===== src/include/pfm_pkg.sv =====
package pfm_pkg;

   // ------------------------------------------------------------
   // Pin count and selector widths
   // ------------------------------------------------------------
   localparam int unsigned PIN_COUNT      = 5;
   localparam int unsigned SEL_W          = 2;
   localparam int unsigned CLKSEL_W       = 3;
   localparam int unsigned CLK_SRC_COUNT  = 8;

   // ------------------------------------------------------------
   // Pin indices
   // ------------------------------------------------------------
   localparam int unsigned PIN_TEST_CLK   = 0;
   localparam int unsigned PIN_RESET      = 1;
   localparam int unsigned PIN_CRYSTAL_IN = 2;
   localparam int unsigned PIN_CRYSTAL_OUT = 3;
   localparam int unsigned PIN_SERIAL     = 4;

   // ------------------------------------------------------------
   // Peripheral select codes on the serial pin
   // ------------------------------------------------------------
   localparam logic [1:0] SEL_SERIAL0_TRANSMIT = 2'h0;
   localparam logic [1:0] SEL_XBAR_OUT_ELEVEN  = 2'h1;
   localparam logic [1:0] SEL_XBAR_IN_TWO      = 2'h2;
   localparam logic [1:0] SEL_CLOCK_OUT_ZERO   = 2'h3;

   // Crystal input pin: select 0 oscillator input, select 1 external clock in
   localparam logic [1:0] SEL_CRYSTAL_IN       = 2'h0;
   localparam logic [1:0] SEL_EXT_CLOCK_IN     = 2'h1;

   // ------------------------------------------------------------
   // Reset values
   // ------------------------------------------------------------
   localparam logic [4:0] PERIPH_EN_RST   = 5'h03;
   localparam logic [4:0] DIR_RST         = 5'h00;
   localparam logic [4:0] DATA_RST        = 5'h00;
   localparam logic [9:0] PERIPH_SEL_RST  = 10'h000;
   localparam logic [2:0] CLKSEL_RST      = 3'h0;

   // ------------------------------------------------------------
   // Reset release timing
   // ------------------------------------------------------------
   localparam int unsigned RESET_STRETCH_CYCLES = 32;
   localparam int unsigned STRETCH_W            = 6;

endpackage


===== src/rtl/pfm_pin_function_mux.sv =====
`timescale 1ns/1ns
module pfm_pin_function_mux #(
   parameter int unsigned STRETCH = pfm_pkg::RESET_STRETCH_CYCLES
)(
   input  wire logic                            clock_i,
   input  wire logic                            sys_rst_i,
   // Pad signals
   input  wire logic [pfm_pkg::PIN_COUNT-1:0]   pad_in_i,
   output logic      [pfm_pkg::PIN_COUNT-1:0]   pad_out_o,
   output logic      [pfm_pkg::PIN_COUNT-1:0]   pad_oe_o,
   // Software controls
   input  wire logic                            cfg_we_i,
   input  wire logic [pfm_pkg::PIN_COUNT-1:0]   periph_en_i,
   input  wire logic [2*pfm_pkg::PIN_COUNT-1:0] periph_sel_i,
   input  wire logic [pfm_pkg::PIN_COUNT-1:0]   gpio_dir_i,
   input  wire logic [pfm_pkg::PIN_COUNT-1:0]   gpio_data_i,
   input  wire logic [pfm_pkg::CLKSEL_W-1:0]    clock_out_source_select_i,
   // Other reset sources
   input  wire logic                            power_on_rst_i,
   input  wire logic                            watchdog_timeout_i,
   input  wire logic                            soft_rst_i,
   // Peripheral side
   input  wire logic                            serial0_transmit_i,
   input  wire logic                            serial0_transmit_oe_i,
   output logic                                 serial0_receive_o,
   input  wire logic                            crossbar_output_eleven_i,
   output logic                                 crossbar_input_two_o,
   input  wire logic [pfm_pkg::CLK_SRC_COUNT-1:0] clock_sources_i,
   output logic                                 test_clock_o,
   output logic                                 crystal_in_o,
   output logic                                 ext_clock_in_zero_o,
   input  wire logic                            crystal_out_i,
   // Status
   output logic [pfm_pkg::PIN_COUNT-1:0]        gpio_in_o,
   output logic [pfm_pkg::PIN_COUNT-1:0]        periph_en_o,
   output logic [pfm_pkg::PIN_COUNT-1:0]        gpio_dir_o,
   output logic                                 pin_reset_enabled_o,
   output logic                                 internal_rst_o
);

   localparam int unsigned N = pfm_pkg::PIN_COUNT;

   // ------------------------------------------------------------
   // Helper
   // ------------------------------------------------------------
   function automatic logic [1:0] pfm_sel_of(input logic [2*N-1:0] v, input int unsigned p);
      pfm_sel_of = v[2*p +: 2];
   endfunction

   // ------------------------------------------------------------
   // Pad input synchronisers
   // ------------------------------------------------------------
   logic [N-1:0] pad_sync;

   genvar g;
   generate
      for (g = 0; g < N; g++)
      begin : g_sync
         pfm_sync3 #(
            .RST_VAL (1'b1)
         ) u_sync (
            .clock_i   (clock_i),
            .sys_rst_i (sys_rst_i),
            .async_i   (pad_in_i[g]),
            .sync_o    (pad_sync[g])
         );
      end
   endgenerate

   // ------------------------------------------------------------
   // Configuration registers
   // ------------------------------------------------------------
   logic [N-1:0]                   periph_en_r;
   logic [2*N-1:0]                 periph_sel_r;
   logic [N-1:0]                   dir_r;
   logic [N-1:0]                   data_r;
   logic [pfm_pkg::CLKSEL_W-1:0]   clksel_r;
   logic                           internal_rst_r;

   always_ff @(posedge clock_i)
   begin
      if (sys_rst_i || internal_rst_r)
      begin
         periph_en_r  <= pfm_pkg::PERIPH_EN_RST;
         periph_sel_r <= pfm_pkg::PERIPH_SEL_RST;
         dir_r        <= pfm_pkg::DIR_RST;
         data_r       <= pfm_pkg::DATA_RST;
         clksel_r     <= pfm_pkg::CLKSEL_RST;
      end
      else if (cfg_we_i)
      begin
         periph_en_r  <= periph_en_i;
         periph_sel_r <= periph_sel_i;
         dir_r        <= gpio_dir_i;
         data_r       <= gpio_data_i;
         clksel_r     <= clock_out_source_select_i;
      end
   end

   // ------------------------------------------------------------
   // Reset pin and release stretch
   // ------------------------------------------------------------
   logic                         pin_rst_en;
   logic                         rst_req;
   logic [pfm_pkg::STRETCH_W-1:0] stretch_r;

   assign pin_rst_en = periph_en_r[pfm_pkg::PIN_RESET];
   assign rst_req    = (pin_rst_en && !pad_sync[pfm_pkg::PIN_RESET])
                       || power_on_rst_i || watchdog_timeout_i || soft_rst_i;

   always_ff @(posedge clock_i)
   begin
      if (sys_rst_i || rst_req)
         stretch_r <= '0;
      else if (stretch_r != pfm_pkg::STRETCH_W'(STRETCH))
         stretch_r <= stretch_r + pfm_pkg::STRETCH_W'(1);
   end

   always_ff @(posedge clock_i)
   begin
      if (sys_rst_i || rst_req)
         internal_rst_r <= 1'b1;
      else
         internal_rst_r <= (stretch_r != pfm_pkg::STRETCH_W'(STRETCH));
   end

   // ------------------------------------------------------------
   // Clock output source selection
   // ------------------------------------------------------------
   logic clock_out_zero;
   assign clock_out_zero = clock_sources_i[clksel_r];

   // ------------------------------------------------------------
   // Pin output muxing
   // ------------------------------------------------------------
   logic [N-1:0] per_out;
   logic [N-1:0] per_oe;

   always_comb
   begin
      per_out = '0;
      per_oe  = '0;
      // Pins 1 to 3 primary functions are inputs only
      per_out[pfm_pkg::PIN_CRYSTAL_OUT] = crystal_out_i;
      per_oe[pfm_pkg::PIN_CRYSTAL_OUT]  = 1'b1;
      case (pfm_sel_of(periph_sel_r, pfm_pkg::PIN_SERIAL))
         pfm_pkg::SEL_SERIAL0_TRANSMIT:
         begin
            per_out[pfm_pkg::PIN_SERIAL] = serial0_transmit_i;
            per_oe[pfm_pkg::PIN_SERIAL]  = serial0_transmit_oe_i;
         end
         pfm_pkg::SEL_XBAR_OUT_ELEVEN:
         begin
            per_out[pfm_pkg::PIN_SERIAL] = crossbar_output_eleven_i;
            per_oe[pfm_pkg::PIN_SERIAL]  = 1'b1;
         end
         pfm_pkg::SEL_CLOCK_OUT_ZERO:
         begin
            per_out[pfm_pkg::PIN_SERIAL] = clock_out_zero;
            per_oe[pfm_pkg::PIN_SERIAL]  = 1'b1;
         end
         default:
         begin
            per_out[pfm_pkg::PIN_SERIAL] = 1'b0;
            per_oe[pfm_pkg::PIN_SERIAL]  = 1'b0;
         end
      endcase
   end

   generate
      for (g = 0; g < N; g++)
      begin : g_pad
         always_ff @(posedge clock_i)
         begin
            if (sys_rst_i || internal_rst_r)
            begin
               pad_out_o[g] <= 1'b0;
               pad_oe_o[g]  <= 1'b0;
            end
            else if (periph_en_r[g])
            begin
               pad_out_o[g] <= per_out[g];
               pad_oe_o[g]  <= per_oe[g];
            end
            else
            begin
               pad_out_o[g] <= data_r[g];
               pad_oe_o[g]  <= dir_r[g];
            end
         end
      end
   endgenerate

   // ------------------------------------------------------------
   // Pin input routing
   // ------------------------------------------------------------
   always_ff @(posedge clock_i)
   begin
      if (sys_rst_i)
      begin
         test_clock_o         <= 1'b1;
         crystal_in_o         <= 1'b0;
         ext_clock_in_zero_o  <= 1'b0;
         serial0_receive_o    <= 1'b1;
         crossbar_input_two_o <= 1'b0;
         gpio_in_o            <= '0;
      end
      else
      begin
         test_clock_o <= periph_en_r[pfm_pkg::PIN_TEST_CLK]
                         ? pad_sync[pfm_pkg::PIN_TEST_CLK] : 1'b1;
         crystal_in_o <= periph_en_r[pfm_pkg::PIN_CRYSTAL_IN]
                         && pfm_sel_of(periph_sel_r, pfm_pkg::PIN_CRYSTAL_IN)
                            == pfm_pkg::SEL_CRYSTAL_IN
                         && pad_sync[pfm_pkg::PIN_CRYSTAL_IN];
         ext_clock_in_zero_o <= periph_en_r[pfm_pkg::PIN_CRYSTAL_IN]
                         && pfm_sel_of(periph_sel_r, pfm_pkg::PIN_CRYSTAL_IN)
                            == pfm_pkg::SEL_EXT_CLOCK_IN
                         && pad_sync[pfm_pkg::PIN_CRYSTAL_IN];
         serial0_receive_o <= (periph_en_r[pfm_pkg::PIN_SERIAL]
                         && pfm_sel_of(periph_sel_r, pfm_pkg::PIN_SERIAL)
                            == pfm_pkg::SEL_SERIAL0_TRANSMIT)
                         ? pad_sync[pfm_pkg::PIN_SERIAL] : 1'b1;
         crossbar_input_two_o <= periph_en_r[pfm_pkg::PIN_SERIAL]
                         && pfm_sel_of(periph_sel_r, pfm_pkg::PIN_SERIAL)
                            == pfm_pkg::SEL_XBAR_IN_TWO
                         && pad_sync[pfm_pkg::PIN_SERIAL];
         gpio_in_o <= pad_sync & ~periph_en_r;
      end
   end

   assign periph_en_o         = periph_en_r;
   assign gpio_dir_o          = dir_r;
   assign pin_reset_enabled_o = pin_rst_en;
   assign internal_rst_o      = internal_rst_r;
endmodule


===== src/rtl/pfm_sync3.sv =====
`timescale 1ns/1ns
// ------------------------------------------------------------
// Three-stage synchroniser; output changes when stages 2 and 3 agree
// ------------------------------------------------------------
module pfm_sync3 #(
   parameter logic RST_VAL = 1'b0
)(
   input  wire logic clock_i,
   input  wire logic sys_rst_i,
   input  wire logic async_i,
   output logic      sync_o
);

   logic meta_r;
   logic stage2_r;
   logic stage3_r;

   always_ff @(posedge clock_i)
   begin
      if (sys_rst_i)
      begin
         meta_r   <= RST_VAL;
         stage2_r <= RST_VAL;
         stage3_r <= RST_VAL;
      end
      else
      begin
         meta_r   <= async_i;
         stage2_r <= meta_r;
         stage3_r <= stage2_r;
      end
   end

   always_ff @(posedge clock_i)
   begin
      if (sys_rst_i)
         sync_o <= RST_VAL;
      else if (stage2_r == stage3_r)
         sync_o <= stage3_r;
   end

endmodule


===== config.mk =====
export PLATFORM = sky130hd
export DESIGN_NAME = pfm_pin_function_mux
export DESIGN_NICKNAME = d
export VERILOG_FILES = /design/src/include/pfm_pkg.sv /design/src/rtl/pfm_pin_function_mux.sv /design/src/rtl/pfm_sync3.sv
export SDC_FILE = /design/constraint.sdc
export NUM_CORES = 1
export LEC_CHECK = 0
export BUFFER_PORTS_ARGS = -buffer_cell sky130_fd_sc_hd__buf_2
export CORE_AREA = 8 8 73 88
export CTS_CLUSTER_DIAMETER = 100
export DETAILED_ROUTE_END_ITERATION = 12
export DIE_AREA = 0 0 81 96
export GPL_ROUTABILITY_DRIVEN = 0
export PLACE_DENSITY = 0.82
export SLEW_MARGIN = 20
export SYNTH_ARGS = -nofsm -noshare
export SYNTH_HDL_FRONTEND = slang
export SYNTH_SLANG_ARGS = --single-unit
export TNS_END_PERCENT = 30

===== constraint.sdc =====
create_clock -name clock_i -period 1.6 [get_ports clock_i]
set_input_delay 0.08 -clock clock_i [delete_from_list [all_inputs] [get_ports clock_i]]
set_output_delay 0.08 -clock clock_i [all_outputs]
set_load 0.02 [all_outputs]

# == Word level (Yosys, flattened, before mapping) ==
# Cells that the tools add are included.
# word_totals
reg_bits,75
in_bits,51
out_inout_bits,32
wordCells,89
# op_classes
n_addsub,1
magnitude_cmp,1
eq_ne,10
muxes,8
bitwise,4
n_reduce_logical,22
# op_table
cell,n
OR reduction 2 bit,6
logical AND 1 bit,8
adder 6 x 1 -> 6 bit (second input constant),1
!= test 6 bit (second input constant),1
AND 5 bit,1
== test 1 bit,5
logical OR 1 bit,5
2-to-1 mux 1 bit,5
inverter 5 bit,1
== test 2 x 1 -> 1 bit (second input constant),2
== test 2 bit (second input constant),2
zero test 2 bit,2
less-than comparator 3 x 4 -> 1 bit (second input constant),1
binary-select mux 1 bit (select 3 bit),1
one-hot mux 1 bit (3 select lines),1
inverter 1 bit,2
one-hot mux 1 bit (2 select lines),1
zero test 1 bit,1

# == Depth between registers and ports, before layout ==
# logic_depth
word_depth,6
depth_mapped,6
depth_no_buf,6

# == Hierarchy ==
# From an unflattened synthesis, not the netlist that was laid out.
# unflattened
cells_unflattened,225
area_unflattened_um2,2392.3
# by_module_without_submodules
module,instances,cells_each,area_each_um2,seq_area_each_um2
pfm_pin_function_mux,1,175,1816.7,980.9
pfm_sync3,5,10,115.1,80.1

# == Least setup slack after synthesis ==
# OpenSTA, ideal clock, no wires.
# synth_path
path_kind,register to register
startpoint,register clksel_r[2] in the netlist's numbering
endpoint,register pad_out_o[4] in the netlist's numbering
setup_time_ns,0.067
arrival_ns,1.303
t_required_ns,1.533
setup_slack_ns,0.230
stages_incl_launch_ff,6
path_buffers,1
synth_period_minus_slack_ns,1.370
cell_sequence,dfxtp_1 buf_6 nor2b_1 mux4_2 a211o_1 a21oi_2
# synth_via
elab_chain_cells,4
# synth_rtl
item,line_no,text
"start, declared",pfm_pin_function_mux.sv:77,logic [pfm_pkg::CLKSEL_W-1:0] clksel_r;
"start signal, assigned",pfm_pin_function_mux.sv:88,clksel_r <= pfm_pkg::CLKSEL_RST;
"start signal, assigned",pfm_pin_function_mux.sv:96,clksel_r <= clock_out_source_select_i;
binary-select mux 1 bit (select 3 bit),pfm_pin_function_mux.sv:131,assign clock_out_zero = clock_sources_i[clksel_r];
2-to-1 mux 1 bit (not written as such),pfm_pin_function_mux.sv:131,
one-hot mux 1 bit (3 select lines),pfm_pin_function_mux.sv:146,"case (pfm_sel_of(periph_sel_r, pfm_pkg::PIN_SERIAL))"
2-to-1 mux 1 bit,pfm_pin_function_mux.sv:180,else if (periph_en_r[g])
"end signal, assigned by index",pfm_pin_function_mux.sv:182,pad_out_o[g] <= per_out[g];
"end signal, assigned by index",pfm_pin_function_mux.sv:187,pad_out_o[g] <= data_r[g];
"end, declared",pfm_pin_function_mux.sv:9,"output logic [pfm_pkg::PIN_COUNT-1:0] pad_out_o,"
# Every way passes these cells. The select of a mux whose other input is x is not followed.
# A chain may end at the register's enable or synchronous reset.

# == Worst setup path after layout ==
# Same ends and word-level chain as after synthesis.

==> impl_results.md <==
* Post-route ant nets at 0
* Final HPWL DP at approximately 3.6 mm
* Cell area after synthesis at about 2400 µm²
* Hold crit path type: in -> reg
* DR iter-0 viols at 105
* Initial core utilization at 46.75%
* Critical path class: reg -> reg
* CTS tree: built
* P_int at approximately 0.0026 W
* Drt drc at 0
* Largest net degree at the start of global routing at 29
* NetSw at just over 0.0007 W
* Vias per cell at 4.710
* Primary FF master, synth: dfxtp_1
* Clock sinks at 69
* Status: complete, no violations
* CP required at about 1.9 ns
* All-Layer GR Usage at between 10% and 20%
* Via count at about 1.9k
* Flop pwr share at 52.8%
* Cells resized by post-CTS repair at 0
* Leakage at 1.454 nW
* Slew headroom at approximately two thirds
* Max_cap viols at 0
* Max clock buf depth at 2
* Sequential share of the synthesized area at between 50% and 60%
* # port buffers at 76
* H-tree depth at 3
* Pwr/cell area at about 1000 nW/µm²
* Postcts setup bufs at 0
* Distinct cells, synth at 32
* Die height at about 96 µm
* Crit. End Element: register
* Area Growth Syn to Fin at 38.51%
* WHS Path Cells at 2
* Share of layout cells above drive strength 1 at 33.73%
* Finish-stage setup viols at 0
* Ports at 83
* Full die area at a little under 8000 µm²
* Clock power frac at 41.0%
* Worst Max-Slew Pin Slew at roughly 0.49 ns
* Row count at 29
* Final Slew Violations at 0
* Avg Inst Size Synth at around 11 µm²
* Routed wire length at roughly 5.3 mm
* Top cell type's share of synthesized area at between 50% and 60%
* Maximum clock rate at between 0.6 and 0.7 GHz
* Part of the power in combinational logic at under 10%
* Root Driver: clkbuf_8
* Largest area contributor in the netlist: dfxtp_1
* Final Hold Vio Count at 0
* Asr flop ratio synth at 0%
* Total global routing overflow at 0
* Gate count after technology mapping at approximately 220
* Pre-Repair DR Iteration Count at 4
* Worst reg-to-reg path cell count at 4
* Initial antenna violation count at 0
* RSZ-0062 raised after global routing: no
* Top post-synthesis cells by area: dfxtp_1, mux2i_1, nor2_1
* Final worst path period share at about 90%
* Mean routed wirelength per cell at between 10 and 15 µm
* Peak supply drop at approximately 500 µV
* Final net count at around 380
* Worst Skew at roughly 0.010 ns
* Clock slew at reported path FFs at approximately 0.07 ns
* CP arrival at between 1.5 and 2 ns
* Total Neg Setup Slack at 0 ns
* Yosys reg bits at 69
* Core Area at ~5100 µm²
* Cts hold-fix bufs at 28
* Post-synth EDFFs at 0
* Placement Cell Area at approximately 2800 µm²
* Sw frac at about a fifth
* CTS Buf Count at 9
* # diodes at 0
* First-pass GRT wire length at between 8 and 9 mm
* Critical path fanouts, max at 7
* Clock Latency Late Sink at between 0.3 and 0.4 ns
* Design Area, Final at 3289 µm²
* Die width at ~81 µm
* Worst setup SP type: register
* Vias in the first global route at approximately 1.8k
* Minimum clock period at approximately 1.4 ns
* Ys Warns at 0
* Syn nets at ~280
-- per-stage QoR --
| step | cells | setup slack (ns) | power, W | hold slack (ns) | util (%) |
|---|---|---|---|---|---|
| after floorplan | 223 | 0.2298 | 0.001862 | 0.1838 | - |
| final | 397 | 0.1650 | 0.003301 | 0.05942 | 64.75 |
| after global routing | 397 | 0.08324 | 0.003419 | 0.06599 | 64.75 |
| after global placement | 353 | 0.1907 | 0.001932 | 0.2628 | 55.37 |
| after detailed placement | 353 | 0.1705 | 0.001934 | 0.2636 | 55.37 |
| after CTS | 397 | 0.1528 | 0.003329 | 0.05912 | 64.75 |
-- synth_stat cells, types with 3 or more instances --
cell       n
nor2_1    40
a21oi_1    5
xnor2_1    3
nand2_1    6
or2_2     15
nand3_1    3
inv_1      3
dfxtp_1   69
clkbuf_1   7
mux2i_1   27
and3_1     4
nor3b_1   10
o21bai_1   5
-- worst max-delay path, stage by stage, from the launching register on --
cell	delay [ns]
dfxtp_1	0.45
mux2i_1	0.10
mux4_2	0.46
a211o_1	0.25
a21oi_2	0.12
-- path summary, 6_finish.rpt --
path | from | endpoint | slack [ns]
max | clksel_r[2] | pad_out_o[4] | 0.17
min | sys_rst_i | gpio_in_o[4] | 0.06
max reg2reg | clksel_r[2] | pad_out_o[4] | 0.17
min reg2reg | g_sync[0].u_sync.meta_r | g_sync[0].u_sync.stage2_r | 0.41
-- metal layers --
layer / GRT usage (%) / up-vias / wire length [µm]
li1: - / 957 / -
met1: 12.99 / 850 / 2066
met2: 24.45 / 52 / 2703
met3: 3.645 / 11 / 395
met4: 11.04 / 0 / 119
met5: 0 / - / 0
-- flip-flops by register name, summed over array words and instances (netlist names), 3 cells and up --
| signal | cells |
|---|---|
| data_r | 5 |
| g_sync.u_sync.meta_r | 5 |
| periph_sel_r | 4 |
| periph_en_o | 5 |
| clksel_r | 3 |
| g_sync.u_sync.stage2_r | 5 |
| stretch_r | 6 |
| gpio_dir_o | 5 |
| pad_oe_o | 5 |
| gpio_in_o | 5 |
| g_sync.u_sync.stage3_r | 5 |
| g_sync.u_sync.sync_o | 5 |
| pad_out_o | 5 |
-- kinds of logic (layout without fill, tap and decap cells) --
logic type	after synthesis	in the layout	share of synthesized area, %
and+or+nand+nor	89	89	19.44
muxes	28	28	12.33
AOI/OAI and AO/OA	16	16	4.373
buffers and inverters	14	126	2.793
adders and majority gates	2	2	1.054
xor gates and xnor gates	5	5	1.844
DFF	69	69	58.17
-- cell usage in the layout, fill, tap and decap left out, drive strengths merged, types with 4 or more instances in the layout --
| cell type | n |
|---|---|
| or2 | 17 |
| dfxtp | 69 |
| nand2 | 6 |
| nor3b | 10 |
| nor2 | 40 |
| mux2i | 27 |
| and3 | 4 |
| o21bai | 5 |
| clkbuf | 13 |
| a21oi | 6 |
| buf | 79 |
| dlygate4sd3 | 28 |
-- area by class of cell --
cell class	count	area [µm²]
fillers	409	1790
flip-flops and latches	69	1381
multi-input cells	140	927.1
repair buffers	107	695.7
clock buffers	13	178.9
well taps	62	77.57
clock inverters	3	17.52
inverters	3	11.26
-- power by group through the flow --
stage	sequential (W)	clock (W)	combinational, W
final	0.00174	0.00135	0.000203
after global routing	0.00175	0.00145	0.000221
after CTS	0.00174	0.00138	0.000204
after detailed placement	0.00178	0	0.000151
after global placement	0.00178	0	0.000149
after floorplan	0.00179	0	0.0000739
(Power assumes the default switching activity.)
